## config.mk

```make
export PLATFORM = sky130hd
export DESIGN_NAME = afe_timing_offset_gain_regs
export DESIGN_NICKNAME = d
export VERILOG_FILES = /design/src/afe_regs_pkg.sv /design/src/detect_if.sv /design/src/afe_timing_offset_gain_regs.sv /design/src/video_edge_delay.sv
export SDC_FILE = /design/constraint.sdc
export NUM_CORES = 1
export LEC_CHECK = 0
export BUFFER_PORTS_ARGS = -buffer_cell sky130_fd_sc_hd__buf_2
export CAP_MARGIN = 20
export CORE_ASPECT_RATIO = 1.2
export CORE_MARGIN = 5
export CORE_UTILIZATION = 40
export CTS_CLUSTER_DIAMETER = 50
export CTS_CLUSTER_SIZE = 16
export DETAILED_ROUTE_END_ITERATION = 16
export PLACE_DENSITY = 0.69
export SYNTH_ARGS = -nofsm -noshare
export SYNTH_HDL_FRONTEND = slang
export SYNTH_HIERARCHICAL = 1
export SYNTH_SLANG_ARGS = --single-unit
```

## constraint.sdc

```tcl
create_clock -name clk_sys -period 1.65 [get_ports clk_sys]
set_input_delay 0.2475 -clock clk_sys [delete_from_list [all_inputs] [get_ports clk_sys]]
set_output_delay 0.2475 -clock clk_sys [all_outputs]
set_load 0.03 [all_outputs]
```

## src/afe_regs_pkg.sv

```systemverilog
// constants for the front-end timing, offset and gain register bank
package afe_regs_pkg;
   localparam int ADDR_W = 6;
   localparam int DATA_W = 8;
   localparam int DLY_W = 3;
   localparam int REFT_W = 2;
   localparam int GAIN_W = 9;
   // ****************************************
   // register offsets
   // ****************************************
   localparam logic [ADDR_W-1:0] SETUP_OFS = 6'h06;
   localparam logic [ADDR_W-1:0] ID_OFS = 6'h07;
   localparam logic [ADDR_W-1:0] RED_OFS_OFS = 6'h20;
   localparam logic [ADDR_W-1:0] GRN_OFS_OFS = 6'h21;
   localparam logic [ADDR_W-1:0] BLU_OFS_OFS = 6'h22;
   localparam logic [ADDR_W-1:0] ALL_OFS_OFS = 6'h23;
   localparam logic [ADDR_W-1:0] RED_LSB_OFS = 6'h24;
   localparam logic [ADDR_W-1:0] GRN_LSB_OFS = 6'h25;
   localparam logic [ADDR_W-1:0] BLU_LSB_OFS = 6'h26;
   localparam logic [ADDR_W-1:0] ALL_LSB_OFS = 6'h27;
   localparam logic [ADDR_W-1:0] RED_MSB_OFS = 6'h28;
   localparam logic [ADDR_W-1:0] GRN_MSB_OFS = 6'h29;
   localparam logic [ADDR_W-1:0] BLU_MSB_OFS = 6'h2A;
   localparam logic [ADDR_W-1:0] ALL_MSB_OFS = 6'h2B;
   // ****************************************
   // fields and reset values
   // ****************************************
   localparam int DET_BIT = 0;
   localparam int DLY_LSB = 1;
   localparam int POL_BIT = 4;
   localparam int RESET_LEVEL_CLAMP_ENABLE_BIT = 5;
   localparam int CLPSRC_BIT = 6;
   localparam logic [DATA_W-1:0] SETUP_MASK = 8'h7F;
   localparam logic [DATA_W-1:0] ID_MASK = 8'h0F;
   localparam logic [DATA_W-1:0] SETUP_RESET = 8'h20;
   localparam logic [DATA_W-1:0] GAIN_MSB_RESET = 8'h0D;
   localparam logic [DATA_W-1:0] BYTE_ZERO = 8'h00;
   localparam logic [DLY_W-1:0] DLY_ZERO = 3'h0;
   localparam logic [REFT_W-1:0] REFT_ZERO = 2'h0;
endpackage : afe_regs_pkg

```

## src/detect_if.sv

```systemverilog
// carrier between the register bank and the video-edge detector
`timescale 1ns/100ps
`default_nettype none
interface detect_if;
   logic video_level;
   logic edge_rising;
   logic [afe_regs_pkg::DLY_W-1:0] pulse_delay;
   logic pulse;
   logic edge_seen;
   modport bank (output video_level, output edge_rising, output pulse_delay, input pulse, input edge_seen);
   modport detector (input video_level, input edge_rising, input pulse_delay, output pulse, output edge_seen);
endinterface : detect_if
`default_nettype wire

```

## src/afe_timing_offset_gain_regs.sv

```systemverilog
// timing, clamp, id, offset and gain registers of the three-channel front end
`timescale 1ns/100ps
`default_nettype none
module afe_timing_offset_gain_regs (
   input wire logic clk_sys,
   input wire logic rst,
   input wire logic reg_wr_en,
   input wire logic reg_rd_en,
   input wire logic [afe_regs_pkg::ADDR_W-1:0] reg_addr,
   input wire logic [afe_regs_pkg::DATA_W-1:0] reg_wr_data,
   output logic [afe_regs_pkg::DATA_W-1:0] reg_rd_data,
   input wire logic sync_timing_mode,
   input wire logic [afe_regs_pkg::REFT_W-1:0] reference_sample_timing,
   input wire logic reference_sample_pin,
   input wire logic video_sample_pin,
   output logic timing_pulse,
   output logic reset_level_clamp,
   output logic [afe_regs_pkg::DATA_W-1:0] red_offset_code,
   output logic [afe_regs_pkg::DATA_W-1:0] green_offset_code,
   output logic [afe_regs_pkg::DATA_W-1:0] blue_offset_code,
   output logic [afe_regs_pkg::GAIN_W-1:0] red_gain_code,
   output logic [afe_regs_pkg::GAIN_W-1:0] green_gain_code,
   output logic [afe_regs_pkg::GAIN_W-1:0] blue_gain_code
);
   // ****************************************
   // storage
   // ****************************************
   logic [afe_regs_pkg::DATA_W-1:0] sample_timing_clamp_setup_r;
   logic [afe_regs_pkg::DATA_W-1:0] user_id_scratch_r;
   logic [afe_regs_pkg::DATA_W-1:0] red_offset_value_r;
   logic [afe_regs_pkg::DATA_W-1:0] green_offset_value_r;
   logic [afe_regs_pkg::DATA_W-1:0] blue_offset_value_r;
   logic red_gain_low_bit_r;
   logic green_gain_low_bit_r;
   logic blue_gain_low_bit_r;
   logic [afe_regs_pkg::DATA_W-1:0] red_gain_upper_byte_r;
   logic [afe_regs_pkg::DATA_W-1:0] green_gain_upper_byte_r;
   logic [afe_regs_pkg::DATA_W-1:0] blue_gain_upper_byte_r;
   logic [afe_regs_pkg::DATA_W-1:0] rd_data_r;
   logic ref_s1_r, ref_s2_r, video_s1_r, video_s2_r;
   logic timing_r, clamp_r;
   logic [afe_regs_pkg::REFT_W-1:0] pixel_phase_r;
   logic video_edge_detect_enable, detect_edge_polarity;
   logic reset_level_clamp_enable, clamp_switch_source, detect_active;
   logic [afe_regs_pkg::DLY_W-1:0] detect_pulse_delay;
   logic [afe_regs_pkg::DATA_W-1:0] rd_nxt;

   detect_if det_bus ();

   // write strobe for one offset
   function automatic logic wr_hit(input logic en, input logic [afe_regs_pkg::ADDR_W-1:0] a,
                                   input logic [afe_regs_pkg::ADDR_W-1:0] ofs);
      wr_hit = en && (a == ofs);
   endfunction : wr_hit

   // ****************************************
   // setup fields
   // ****************************************
   assign video_edge_detect_enable = sample_timing_clamp_setup_r[afe_regs_pkg::DET_BIT];
   assign detect_pulse_delay = sample_timing_clamp_setup_r[afe_regs_pkg::DLY_LSB +: afe_regs_pkg::DLY_W];
   assign detect_edge_polarity = sample_timing_clamp_setup_r[afe_regs_pkg::POL_BIT];
   assign reset_level_clamp_enable = sample_timing_clamp_setup_r[afe_regs_pkg::RESET_LEVEL_CLAMP_ENABLE_BIT];
   assign clamp_switch_source = sample_timing_clamp_setup_r[afe_regs_pkg::CLPSRC_BIT];
   assign detect_active = sync_timing_mode && video_edge_detect_enable;

   // setup register; reserved bit 7 is not stored and reads zero
   always_ff @(posedge clk_sys) begin
      if (rst) begin
         sample_timing_clamp_setup_r <= afe_regs_pkg::SETUP_RESET;
      end else if (wr_hit(reg_wr_en, reg_addr, afe_regs_pkg::SETUP_OFS)) begin
         sample_timing_clamp_setup_r <= reg_wr_data & afe_regs_pkg::SETUP_MASK;
      end
   end

   // id scratch keeps the low nibble only
   always_ff @(posedge clk_sys) begin
      if (rst) begin
         user_id_scratch_r <= afe_regs_pkg::BYTE_ZERO;
      end else if (wr_hit(reg_wr_en, reg_addr, afe_regs_pkg::ID_OFS)) begin
         user_id_scratch_r <= reg_wr_data & afe_regs_pkg::ID_MASK;
      end
   end

   // offset values; the broadcast address writes all three at once
   always_ff @(posedge clk_sys) begin
      if (rst) begin
         red_offset_value_r <= afe_regs_pkg::BYTE_ZERO;
         green_offset_value_r <= afe_regs_pkg::BYTE_ZERO;
         blue_offset_value_r <= afe_regs_pkg::BYTE_ZERO;
      end else if (wr_hit(reg_wr_en, reg_addr, afe_regs_pkg::ALL_OFS_OFS)) begin
         red_offset_value_r <= reg_wr_data;
         green_offset_value_r <= reg_wr_data;
         blue_offset_value_r <= reg_wr_data;
      end else begin
         if (wr_hit(reg_wr_en, reg_addr, afe_regs_pkg::RED_OFS_OFS)) red_offset_value_r <= reg_wr_data;
         if (wr_hit(reg_wr_en, reg_addr, afe_regs_pkg::GRN_OFS_OFS)) green_offset_value_r <= reg_wr_data;
         if (wr_hit(reg_wr_en, reg_addr, afe_regs_pkg::BLU_OFS_OFS)) blue_offset_value_r <= reg_wr_data;
      end
   end

   // gain low bits, taken from data bit 0
   always_ff @(posedge clk_sys) begin
      if (rst) begin
         red_gain_low_bit_r <= 1'b0;
         green_gain_low_bit_r <= 1'b0;
         blue_gain_low_bit_r <= 1'b0;
      end else if (wr_hit(reg_wr_en, reg_addr, afe_regs_pkg::ALL_LSB_OFS)) begin
         red_gain_low_bit_r <= reg_wr_data[0];
         green_gain_low_bit_r <= reg_wr_data[0];
         blue_gain_low_bit_r <= reg_wr_data[0];
      end else begin
         if (wr_hit(reg_wr_en, reg_addr, afe_regs_pkg::RED_LSB_OFS)) red_gain_low_bit_r <= reg_wr_data[0];
         if (wr_hit(reg_wr_en, reg_addr, afe_regs_pkg::GRN_LSB_OFS)) green_gain_low_bit_r <= reg_wr_data[0];
         if (wr_hit(reg_wr_en, reg_addr, afe_regs_pkg::BLU_LSB_OFS)) blue_gain_low_bit_r <= reg_wr_data[0];
      end
   end

   // gain upper bytes
   always_ff @(posedge clk_sys) begin
      if (rst) begin
         red_gain_upper_byte_r <= afe_regs_pkg::GAIN_MSB_RESET;
         green_gain_upper_byte_r <= afe_regs_pkg::GAIN_MSB_RESET;
         blue_gain_upper_byte_r <= afe_regs_pkg::GAIN_MSB_RESET;
      end else if (wr_hit(reg_wr_en, reg_addr, afe_regs_pkg::ALL_MSB_OFS)) begin
         red_gain_upper_byte_r <= reg_wr_data;
         green_gain_upper_byte_r <= reg_wr_data;
         blue_gain_upper_byte_r <= reg_wr_data;
      end else begin
         if (wr_hit(reg_wr_en, reg_addr, afe_regs_pkg::RED_MSB_OFS)) red_gain_upper_byte_r <= reg_wr_data;
         if (wr_hit(reg_wr_en, reg_addr, afe_regs_pkg::GRN_MSB_OFS)) green_gain_upper_byte_r <= reg_wr_data;
         if (wr_hit(reg_wr_en, reg_addr, afe_regs_pkg::BLU_MSB_OFS)) blue_gain_upper_byte_r <= reg_wr_data;
      end
   end

   // ****************************************
   // read back
   // ****************************************
   // broadcast and unmapped addresses read zero
   always_comb begin
      rd_nxt = afe_regs_pkg::BYTE_ZERO;
      if (reg_addr == afe_regs_pkg::SETUP_OFS) begin
         rd_nxt = sample_timing_clamp_setup_r;
      end else if (reg_addr == afe_regs_pkg::ID_OFS) begin
         rd_nxt = user_id_scratch_r;
      end else if (reg_addr == afe_regs_pkg::RED_OFS_OFS) begin
         rd_nxt = red_offset_value_r;
      end else if (reg_addr == afe_regs_pkg::GRN_OFS_OFS) begin
         rd_nxt = green_offset_value_r;
      end else if (reg_addr == afe_regs_pkg::BLU_OFS_OFS) begin
         rd_nxt = blue_offset_value_r;
      end else if (reg_addr == afe_regs_pkg::RED_LSB_OFS) begin
         rd_nxt = {7'h00, red_gain_low_bit_r};
      end else if (reg_addr == afe_regs_pkg::GRN_LSB_OFS) begin
         rd_nxt = {7'h00, green_gain_low_bit_r};
      end else if (reg_addr == afe_regs_pkg::BLU_LSB_OFS) begin
         rd_nxt = {7'h00, blue_gain_low_bit_r};
      end else if (reg_addr == afe_regs_pkg::RED_MSB_OFS) begin
         rd_nxt = red_gain_upper_byte_r;
      end else if (reg_addr == afe_regs_pkg::GRN_MSB_OFS) begin
         rd_nxt = green_gain_upper_byte_r;
      end else if (reg_addr == afe_regs_pkg::BLU_MSB_OFS) begin
         rd_nxt = blue_gain_upper_byte_r;
      end
   end

   // read data holds until the next read
   always_ff @(posedge clk_sys) begin
      if (rst) begin
         rd_data_r <= afe_regs_pkg::BYTE_ZERO;
      end else if (reg_rd_en) begin
         rd_data_r <= rd_nxt;
      end
   end

   // ****************************************
   // pins and timing
   // ****************************************
   // both sample pins are asynchronous to this clock
   always_ff @(posedge clk_sys) begin
      if (rst) begin
         ref_s1_r <= 1'b0;
         ref_s2_r <= 1'b0;
         video_s1_r <= 1'b0;
         video_s2_r <= 1'b0;
      end else begin
         ref_s1_r <= reference_sample_pin;
         ref_s2_r <= ref_s1_r;
         video_s1_r <= video_sample_pin;
         video_s2_r <= video_s1_r;
      end
   end

   assign det_bus.video_level = video_s2_r;
   assign det_bus.edge_rising = detect_edge_polarity;
   assign det_bus.pulse_delay = detect_pulse_delay;

   video_edge_delay u_edge (
      .clk_sys(clk_sys),
      .rst(rst),
      .det(det_bus)
   );

   // timing control sees either the pin or the generated pulse
   always_ff @(posedge clk_sys) begin
      if (rst) begin
         timing_r <= 1'b0;
      end else if (detect_active) begin
         timing_r <= det_bus.pulse;
      end else begin
         timing_r <= video_s2_r;
      end
   end

   // pixel phase counter restarted by each timing event in sync mode
   always_ff @(posedge clk_sys) begin
      if (rst) begin
         pixel_phase_r <= afe_regs_pkg::REFT_ZERO;
      end else if (timing_r) begin
         pixel_phase_r <= afe_regs_pkg::REFT_ZERO;
      end else begin
         pixel_phase_r <= pixel_phase_r + 2'h1;
      end
   end

   // clamp switch; sync mode uses the pixel phase, else the pins
   always_ff @(posedge clk_sys) begin
      if (rst) begin
         clamp_r <= 1'b0;
      end else if (!reset_level_clamp_enable) begin
         clamp_r <= 1'b0;
      end else if (sync_timing_mode) begin
         clamp_r <= (pixel_phase_r == reference_sample_timing);
      end else if (clamp_switch_source) begin
         clamp_r <= ref_s2_r & video_s2_r;
      end else begin
         clamp_r <= ref_s2_r;
      end
   end

   assign reg_rd_data = rd_data_r;
   assign timing_pulse = timing_r;
   assign reset_level_clamp = clamp_r;
   assign red_offset_code = red_offset_value_r;
   assign green_offset_code = green_offset_value_r;
   assign blue_offset_code = blue_offset_value_r;
   assign red_gain_code = {red_gain_upper_byte_r, red_gain_low_bit_r};
   assign green_gain_code = {green_gain_upper_byte_r, green_gain_low_bit_r};
   assign blue_gain_code = {blue_gain_upper_byte_r, blue_gain_low_bit_r};
endmodule : afe_timing_offset_gain_regs
`default_nettype wire

```

## src/video_edge_delay.sv

```systemverilog
// video-pin edge detector with a programmable delay in sample clocks
`timescale 1ns/100ps
`default_nettype none
module video_edge_delay (
   input wire logic clk_sys,
   input wire logic rst,
   detect_if.detector det
);
   logic level_prev_r;
   logic armed_r;
   logic [afe_regs_pkg::DLY_W-1:0] count_r;
   logic pulse_r;
   logic edge_now;

   // edge of the chosen polarity, already synchronised by the bank
   assign edge_now = det.edge_rising ? (det.video_level & ~level_prev_r)
                                     : (~det.video_level & level_prev_r);
   assign det.edge_seen = edge_now;
   assign det.pulse = pulse_r;

   // history of the synchronised level
   always_ff @(posedge clk_sys) begin
      if (rst) begin
         level_prev_r <= 1'b0;
      end else begin
         level_prev_r <= det.video_level;
      end
   end

   // a new edge restarts the countdown; an old pending pulse is dropped
   always_ff @(posedge clk_sys) begin
      if (rst) begin
         armed_r <= 1'b0;
         count_r <= afe_regs_pkg::DLY_ZERO;
         pulse_r <= 1'b0;
      end else if (edge_now) begin
         armed_r <= (det.pulse_delay != afe_regs_pkg::DLY_ZERO);
         count_r <= det.pulse_delay;
         pulse_r <= (det.pulse_delay == afe_regs_pkg::DLY_ZERO);
      end else if (armed_r) begin
         count_r <= count_r - 3'h1;
         armed_r <= (count_r != 3'h1);
         pulse_r <= (count_r == 3'h1);
      end else begin
         pulse_r <= 1'b0;
      end
   end
endmodule : video_edge_delay
`default_nettype wire

```

==> metrics.txt, run 1 <==
# TYPE chip_impl_metric gauge
chip_impl_metric{name="clock-sinks",unit=""} 84
chip_impl_metric{name="viasPerCell",unit=""} 5.221
chip_impl_info{name="cts_tree",value="done"} 1
chip_impl_metric{name="count_of_nets_after_finishing",unit=""} 543
chip_impl_metric{name="number_of_antenna_violations_at_the_first_check_in_global_routing",unit=""} 0
chip_impl_metric{name="slowest_cell_delay_on_critical_path",unit="ns"} 0.32
chip_impl_info{name="crit_top_cell",value="o311ai_1"} 1
chip_impl_metric{name="vdd_ir_drop_max",unit="µV"} 551.5
chip_impl_metric{name="gr-total-overflow",unit=""} 0
chip_impl_metric{name="netlist_instances",unit=""} 413
chip_impl_info{name="min_to",value="video_s1_r"} 1
chip_impl_info{name="regToRegEndpoint",value="u_edge/count_r[2]"} 1
chip_impl_metric{name="maximum_number_of_pins_on_one_net_before_global_route_repair",unit=""} 33
chip_impl_metric{name="route.vias.total",unit=""} 3373
chip_impl_metric{name="chipWidth",unit="µm"} 99.18
chip_impl_info{name="clockRootBuffer",value="clkbuf_16"} 1
chip_impl_metric{name="grt.met3_usage",unit=""} 0.04090
chip_impl_metric{name="first_pass_grt_wire_length",unit="mm"} 16.98
chip_impl_metric{name="setup_tns",unit="ns"} 0
chip_impl_metric{name="timing.final.crit_period",unit="ns"} 1.444
chip_impl_metric{name="finalSetupViolations",unit=""} 0
chip_impl_info{name="reg2reg_from",value="u_edge/count_r[1]"} 1
chip_impl_info{name="setup_repair_after_global_routing_missed_its_margin",value="no"} 1
chip_impl_metric{name="groute.layer.met2.usage",unit=""} 0.3239
chip_impl_metric{name="htree_depth",unit=""} 3
chip_impl_info{name="path_class",value="reg -> reg"} 1
chip_impl_metric{name="syn-cell-area",unit="µm²"} 3817
chip_impl_metric{name="cts_resized",unit=""} 0
chip_impl_metric{name="core_area",unit="µm²"} 9418
chip_impl_metric{name="nFillCells",unit=""} 860
chip_impl_metric{name="ff2ff_setup_slack",unit="ns"} 0.21
chip_impl_metric{name="detail_route.drc_violations",unit=""} 0
chip_impl_metric{name="insertedDiodeCount",unit=""} 0
chip_impl_info{name="worstHoldStart",value="video_sample_pin"} 1
chip_impl_metric{name="die_height",unit="µm"} 117.0
chip_impl_metric{name="critical_path.n_buffers_inverters",unit=""} 1
chip_impl_metric{name="post_cts_setup_buffers",unit=""} 0
chip_impl_metric{name="max_cap_viol_count",unit=""} 0
chip_impl_metric{name="worst-r2r-cell-count",unit=""} 6
chip_impl_metric{name="maxSlewHeadroom",unit=""} 0.7492
chip_impl_metric{name="dr.pass1.iters",unit=""} 4
chip_impl_metric{name="clock_path_buffers",unit=""} 2
chip_impl_metric{name="worst-endpoint-arrival",unit="ns"} 1.64
chip_impl_metric{name="worstMarginPinSlew",unit="ns"} 0.3754
chip_impl_metric{name="grtUsageTotal",unit=""} 0.1847
chip_impl_metric{name="clock_latency_late_sink",unit="ns"} 0.33
chip_impl_metric{name="part_of_the_cycle_the_worst_path_needs",unit=""} 0.8752
chip_impl_info{name="status",value="finished, final reports clean"} 1
chip_impl_metric{name="postCtsHoldBufs",unit=""} 0
chip_impl_metric{name="rows",unit=""} 39
chip_impl_info{name="critical_path_slowest_stage_cell",value="o311ai_1"} 1
chip_impl_metric{name="final_report_hold_violation_count",unit=""} 0
chip_impl_metric{name="maxSlewViolCount",unit=""} 0
chip_impl_metric{name="globalRouteMet1Util",unit=""} 0.2301
chip_impl_info{name="cp-end-kind",value="register"} 1
chip_impl_metric{name="area_delta_synth_final",unit="%"} 27.99
chip_impl_metric{name="cellPowerDensity",unit="nW/µm²"} 945.1
chip_impl_metric{name="critical_path.max_fanout",unit=""} 3
chip_impl_info{name="critical_path.cell_chain",value="inv_1, ha_1, nand2_1, and3_1, o311ai_1, o311ai_1"} 1
chip_impl_metric{name="skew",unit="ns"} 0.004873
chip_impl_metric{name="drt-wirelength-per-cell",unit="µm"} 16.44
chip_impl_metric{name="dp_hpwl",unit="mm"} 8.000
chip_impl_metric{name="post-route-util",unit=""} 0.5188
chip_impl_info{name="cp-start-kind",value="register"} 1
chip_impl_metric{name="highest_clock_rate",unit="GHz"} 0.6925
chip_impl_metric{name="effective_utilization_at_floorplan",unit=""} 0.4053
chip_impl_info{name="grt.busiest_layer",value="met2"} 1
chip_impl_metric{name="vias_in_the_first_global_route",unit=""} 3317
chip_impl_metric{name="detail_route.wirelength",unit="mm"} 10.62
chip_impl_metric{name="die_ar",unit="µm²"} 11610
chip_impl_metric{name="drt.antenna.violating_nets",unit=""} 0
chip_impl_metric{name="routabilityCongestion",unit=""} 0.8289
chip_impl_metric{name="power.leakage",unit="nW"} 2.342
chip_impl_info{name="worst_hold_path_type",value="in -> reg"} 1
chip_impl_metric{name="critical_path_required",unit="ns"} 1.84
chip_impl_metric{name="synthesis.nets",unit=""} 438
chip_impl_metric{name="synthesis.yosys.warnings",unit=""} 6
chip_impl_metric{name="hold-worst-slack",unit="ns"} 0.1324
chip_impl_metric{name="sequential_cell_area",unit="µm²"} 1682
chip_impl_metric{name="port-buffer-count",unit=""} 83
chip_impl_metric{name="area_occupied_by_multi_input_gates",unit="µm²"} 1938
chip_impl_metric{name="drive_gt1_frac",unit=""} 0.2983
chip_impl_metric{name="clock_buffers_created_by_tritoncts",unit=""} 9
chip_impl_metric{name="drt_iter0_drc",unit=""} 157
chip_impl_metric{name="ioPinCount",unit=""} 84
chip_impl_metric{name="postSynthAreaPerCell",unit="µm²"} 9.243
chip_impl_metric{name="number_of_placed_instances_taps_included",unit=""} 630
chip_impl_metric{name="clk_pin_slew",unit="ns"} 0.06
chip_impl_info{name="path_delay_family",value="compound AO/OA/AOI/OAI gates"} 1
chip_impl_metric{name="whs_path_depth",unit=""} 2
chip_impl_metric{name="finalNonFillerCells",unit=""} 646
[per-stage QoR]
| step | setup WS (ns) | area (µm²) | total power [mW] |
|---|---|---|---|
| after floorplan | -0.01930 | 3817 | 2.351 |
| after global placement | -0.05051 | 4568 | 2.504 |
| after CTS | 0.2185 | 4886 | 4.648 |
| final | 0.2060 | 4886 | 4.618 |
| after global routing | 0.1286 | 4886 | 4.788 |
| after detailed placement | -0.05342 | 4568 | 2.512 |
[flip-flops by register name (all words and copies together), names as in the netlist, 2 cells and up]
name and flops:
user_id_scratch_r 4, sample_timing_clamp_setup_r 7, red_offset_code 8, red_gain_upper_byte_r 8
u_edge/count_r 3, blue_offset_code 8, green_offset_code 8, pixel_phase_r 2
blue_gain_upper_byte_r 8, green_gain_upper_byte_r 8, reg_rd_data 8
[layout make-up]
class	instances	area share
Clock buffer	11	0.04968
Clock inverter	5	0.01536
Inverter	13	0.009987
Multi-Input combinational cell	288	0.3967
Sequential cell	84	0.3442
Tap cell	123	0.03150
Timing Repair Buffer	122	0.1526
[cell usage in the layout (no fill, tap or decap), types with 8 or more instances in the layout]
master and instances:
inv_1 13, clkbuf_16 9, buf_2 83, dfxtp_1 84
mux2i_1 50, a21oi_1 22, nor2_1 81, o21ai_0 8
a211o_1 10, buf_4 36, nand3_1 10, nand2_1 19
nor2b_1 9
[power by group]
group | leakage, nW | total, mW | switching (mW) | internal, mW
Clock | 0.159 | 2.15 | 0.791 | 1.36
Sequential | 0.680 | 2.08 | 0.0229 | 2.06
Combinational | 1.50 | 0.385 | 0.235 | 0.150
[routing by layer]
metal / vias up / share of wire
met3: 8 / 0.056
met2: 97 / 0.51
li1: 1662 / -
met5: - / 0
met4: 0 / 0.011
met1: 1606 / 0.43
[how the worst max path moves through the flow]
| stage | startpoint | endpoint | slack (ns) | cells past startpoint |
|---|---|---|---|---|
| global placement | reg_addr[1] | reg_rd_data[1] | -0.05 | 7 |
| global route | u_edge/count_r[1] | u_edge/count_r[2] | 0.13 | 6 |
| finish | u_edge/count_r[1] | u_edge/count_r[2] | 0.21 | 6 |
| CTS | u_edge/count_r[1] | u_edge/count_r[2] | 0.22 | 6 |
| detailed placement | reg_addr[4] | reg_rd_data[0] | -0.05 | 6 |
| floorplan | reg_addr[4] | reg_rd_data[4] | -0.02 | 5 |
Power figures use the tool's default switching activity.
==> run 2: changes to the inputs <==
==> constraint.sdc (replaced) <==
create_clock -name clk_sys -period 1.65 [get_ports clk_sys]
set_input_delay 0.165 -clock clk_sys [delete_from_list [all_inputs] [get_ports clk_sys]]
set_output_delay 0.165 -clock clk_sys [all_outputs]
set_load 0.03 [all_outputs]
==> run 2 against run 1 <==
Cell count decreased by 0.77%; clock power increased by 2%; critical path depth unchanged; count of clock-buffer cells in the layout decreased by 1; non-clock buffer count decreased by 5; global-route usage increased by 0.16 points.
==> metrics.txt, run 2 (same netlist as run 1, synthesis figures left out) <==
# TYPE chip_impl_metric gauge
chip_impl_info{name="status",value="finished, final reports clean"} 1
chip_impl_metric{name="die_height",unit="µm"} 117.0
chip_impl_metric{name="final_report_hold_violation_count",unit=""} 0
chip_impl_metric{name="dp_hpwl",unit="mm"} 7.869
chip_impl_metric{name="postCtsHoldBufs",unit=""} 0
chip_impl_metric{name="drt.antenna.violating_nets",unit=""} 0
chip_impl_info{name="worst_hold_path_type",value="in -> reg"} 1
chip_impl_metric{name="clock_buffers_created_by_tritoncts",unit=""} 9
chip_impl_metric{name="detail_route.wirelength",unit="mm"} 10.70
chip_impl_metric{name="highest_clock_rate",unit="GHz"} 0.7033
chip_impl_metric{name="drt-wirelength-per-cell",unit="µm"} 16.69
chip_impl_metric{name="number_of_placed_instances_taps_included",unit=""} 625
chip_impl_metric{name="first_pass_grt_wire_length",unit="mm"} 17.06
chip_impl_metric{name="dr.pass1.iters",unit=""} 4
chip_impl_metric{name="maximum_number_of_pins_on_one_net_before_global_route_repair",unit=""} 45
chip_impl_metric{name="ff2ff_setup_slack",unit="ns"} 0.23
chip_impl_metric{name="vdd_ir_drop_max",unit="µV"} 490.0
chip_impl_metric{name="effective_utilization_at_floorplan",unit=""} 0.4053
chip_impl_metric{name="critical_path_required",unit="ns"} 1.85
chip_impl_metric{name="worst-endpoint-arrival",unit="ns"} 1.62
chip_impl_metric{name="route.vias.total",unit=""} 3353
chip_impl_info{name="path_class",value="reg -> reg"} 1
chip_impl_metric{name="critical_path.max_fanout",unit=""} 3
chip_impl_metric{name="post_dp_cell_area",unit="µm²"} 4556
chip_impl_metric{name="finalSetupViolations",unit=""} 0
chip_impl_metric{name="viasPerCell",unit=""} 5.231
chip_impl_metric{name="vias_in_the_first_global_route",unit=""} 3318
chip_impl_metric{name="worstMarginPinSlew",unit="ns"} 0.4112
chip_impl_info{name="cts_tree",value="done"} 1
chip_impl_info{name="cp-end-kind",value="register"} 1
chip_impl_metric{name="part_of_the_cycle_the_worst_path_needs",unit=""} 0.8617
chip_impl_metric{name="port-buffer-count",unit=""} 83
chip_impl_info{name="clockRootBuffer",value="clkbuf_16"} 1
chip_impl_metric{name="finalNonFillerCells",unit=""} 641
chip_impl_metric{name="routabilityCongestion",unit=""} 0.8231
chip_impl_metric{name="skew",unit="ns"} 0.003203
chip_impl_metric{name="core_area",unit="µm²"} 9418
chip_impl_metric{name="clock-sinks",unit=""} 84
chip_impl_metric{name="number_of_antenna_violations_at_the_first_check_in_global_routing",unit=""} 0
chip_impl_metric{name="drive_gt1_frac",unit=""} 0.2934
chip_impl_metric{name="cellPowerDensity",unit="nW/µm²"} 953.9
chip_impl_metric{name="maxSlewViolCount",unit=""} 0
chip_impl_metric{name="rows",unit=""} 39
chip_impl_metric{name="maxSlewHeadroom",unit=""} 0.7253
chip_impl_info{name="setup_repair_after_global_routing_missed_its_margin",value="no"} 1
chip_impl_metric{name="max_cap_viol_count",unit=""} 0
chip_impl_metric{name="count_of_nets_after_finishing",unit=""} 538
chip_impl_metric{name="finalInstanceArea",unit="µm²"} 4881
chip_impl_metric{name="grtUsageTotal",unit=""} 0.1863
chip_impl_metric{name="power.leakage",unit="nW"} 2.325
chip_impl_metric{name="area_delta_synth_final",unit="%"} 27.86
chip_impl_metric{name="timing.final.crit_period",unit="ns"} 1.422
chip_impl_metric{name="insertedDiodeCount",unit=""} 0
chip_impl_metric{name="cts_resized",unit=""} 0
chip_impl_metric{name="post_cts_setup_buffers",unit=""} 0
chip_impl_metric{name="die_ar",unit="µm²"} 11610
chip_impl_info{name="mostFrequentLayoutCell",value="dfxtp_1"} 1
chip_impl_metric{name="drt_iter0_drc",unit=""} 268
chip_impl_info{name="layout.cells.most_common_list",value="84 x dfxtp_1, 83 x buf_2, 81 x nor2_1, 50 x mux2i_1, 29 x buf_4"} 1
chip_impl_metric{name="chipWidth",unit="µm"} 99.18
chip_impl_metric{name="gr-total-overflow",unit=""} 0
chip_impl_metric{name="clk_pin_slew",unit="ns"} 0.06
chip_impl_metric{name="ioPinCount",unit=""} 84
chip_impl_metric{name="clock_path_buffers",unit=""} 2
chip_impl_metric{name="htree_depth",unit=""} 3
chip_impl_info{name="cp-start-kind",value="register"} 1
chip_impl_metric{name="detail_route.drc_violations",unit=""} 0
chip_impl_metric{name="clock_latency_late_sink",unit="ns"} 0.33
-- run 2: cell types whose count changed in the layout (fill, tap and decap cells not counted) --
cell        delta
buf_12         +2
buf_4          -7
clkinv_2       -1
inv_6          +1
clkbuf_1       -1
clkinvlp_4     +1
-- run 2: where the power goes --
part / leakage [nW] / internal, mW / switching, mW
combinational: 1.49 / 0.147 / 0.236
sequential: 0.680 / 2.06 / 0.0236
clock: 0.159 / 1.37 / 0.823
-- run 2: through the flow --
stage | utilization | hold WS [ns] | power (mW) | TNS (ns) | setup slack (ns)
after floorplan | - | 0.2932 | 2.351 | 0 | 0.06320
final | 0.5183 | 0.04311 | 4.656 | 0 | 0.2282
after CTS | 0.5183 | 0.03992 | 4.681 | 0 | 0.2326
after detailed placement | 0.4837 | 0.3860 | 2.509 | -0.08359 | -0.05493
after global placement | 0.4837 | 0.3810 | 2.502 | -0.009801 | -0.009801
after global routing | 0.5183 | 0.05031 | 4.802 | 0 | 0.1433
-- run 2: final timing paths --
| kind | from | end | depth (start not counted) |
|---|---|---|---|
| worst max-delay path | u_edge/count_r[1] | u_edge/count_r[2] | 6 |
| worst min-delay path | video_sample_pin | video_s1_r | 2 |
| worst max register to register | u_edge/count_r[1] | u_edge/count_r[2] | 6 |
| worst min register to register | video_s1_r | det_bus.video_level | 1 |
-- run 2: per-layer routing --
metal | up-vias | GRT usage | wire length [µm]
li1 | 1650 | - | -
met1 | 1586 | 0.2392 | 4596
met2 | 104 | 0.3172 | 5444
met3 | 13 | 0.04386 | 566
met4 | 0 | 0.04736 | 93
met5 | - | 0 | 0
-- run 2: layout make-up --
cell class | instances | area (µm²)
timing repair buffer | 117 | 733.2
inverter | 13 | 48.80
fill | 879 | 4537
tap | 123 | 153.9
clock buffer | 10 | 239.0
clock inverter | 6 | 86.33
multi-input combinational | 288 | 1938
sequential | 84 | 1682
-- run 2: worst max-delay path, stage by stage, from the launching register on --
cell and delay [ns]:
dfxtp_1 0.31, inv_1 0.08, ha_1 0.14, nand2_1 0.11
and3_1 0.22, o311ai_1 0.29, o311ai_1 0.14
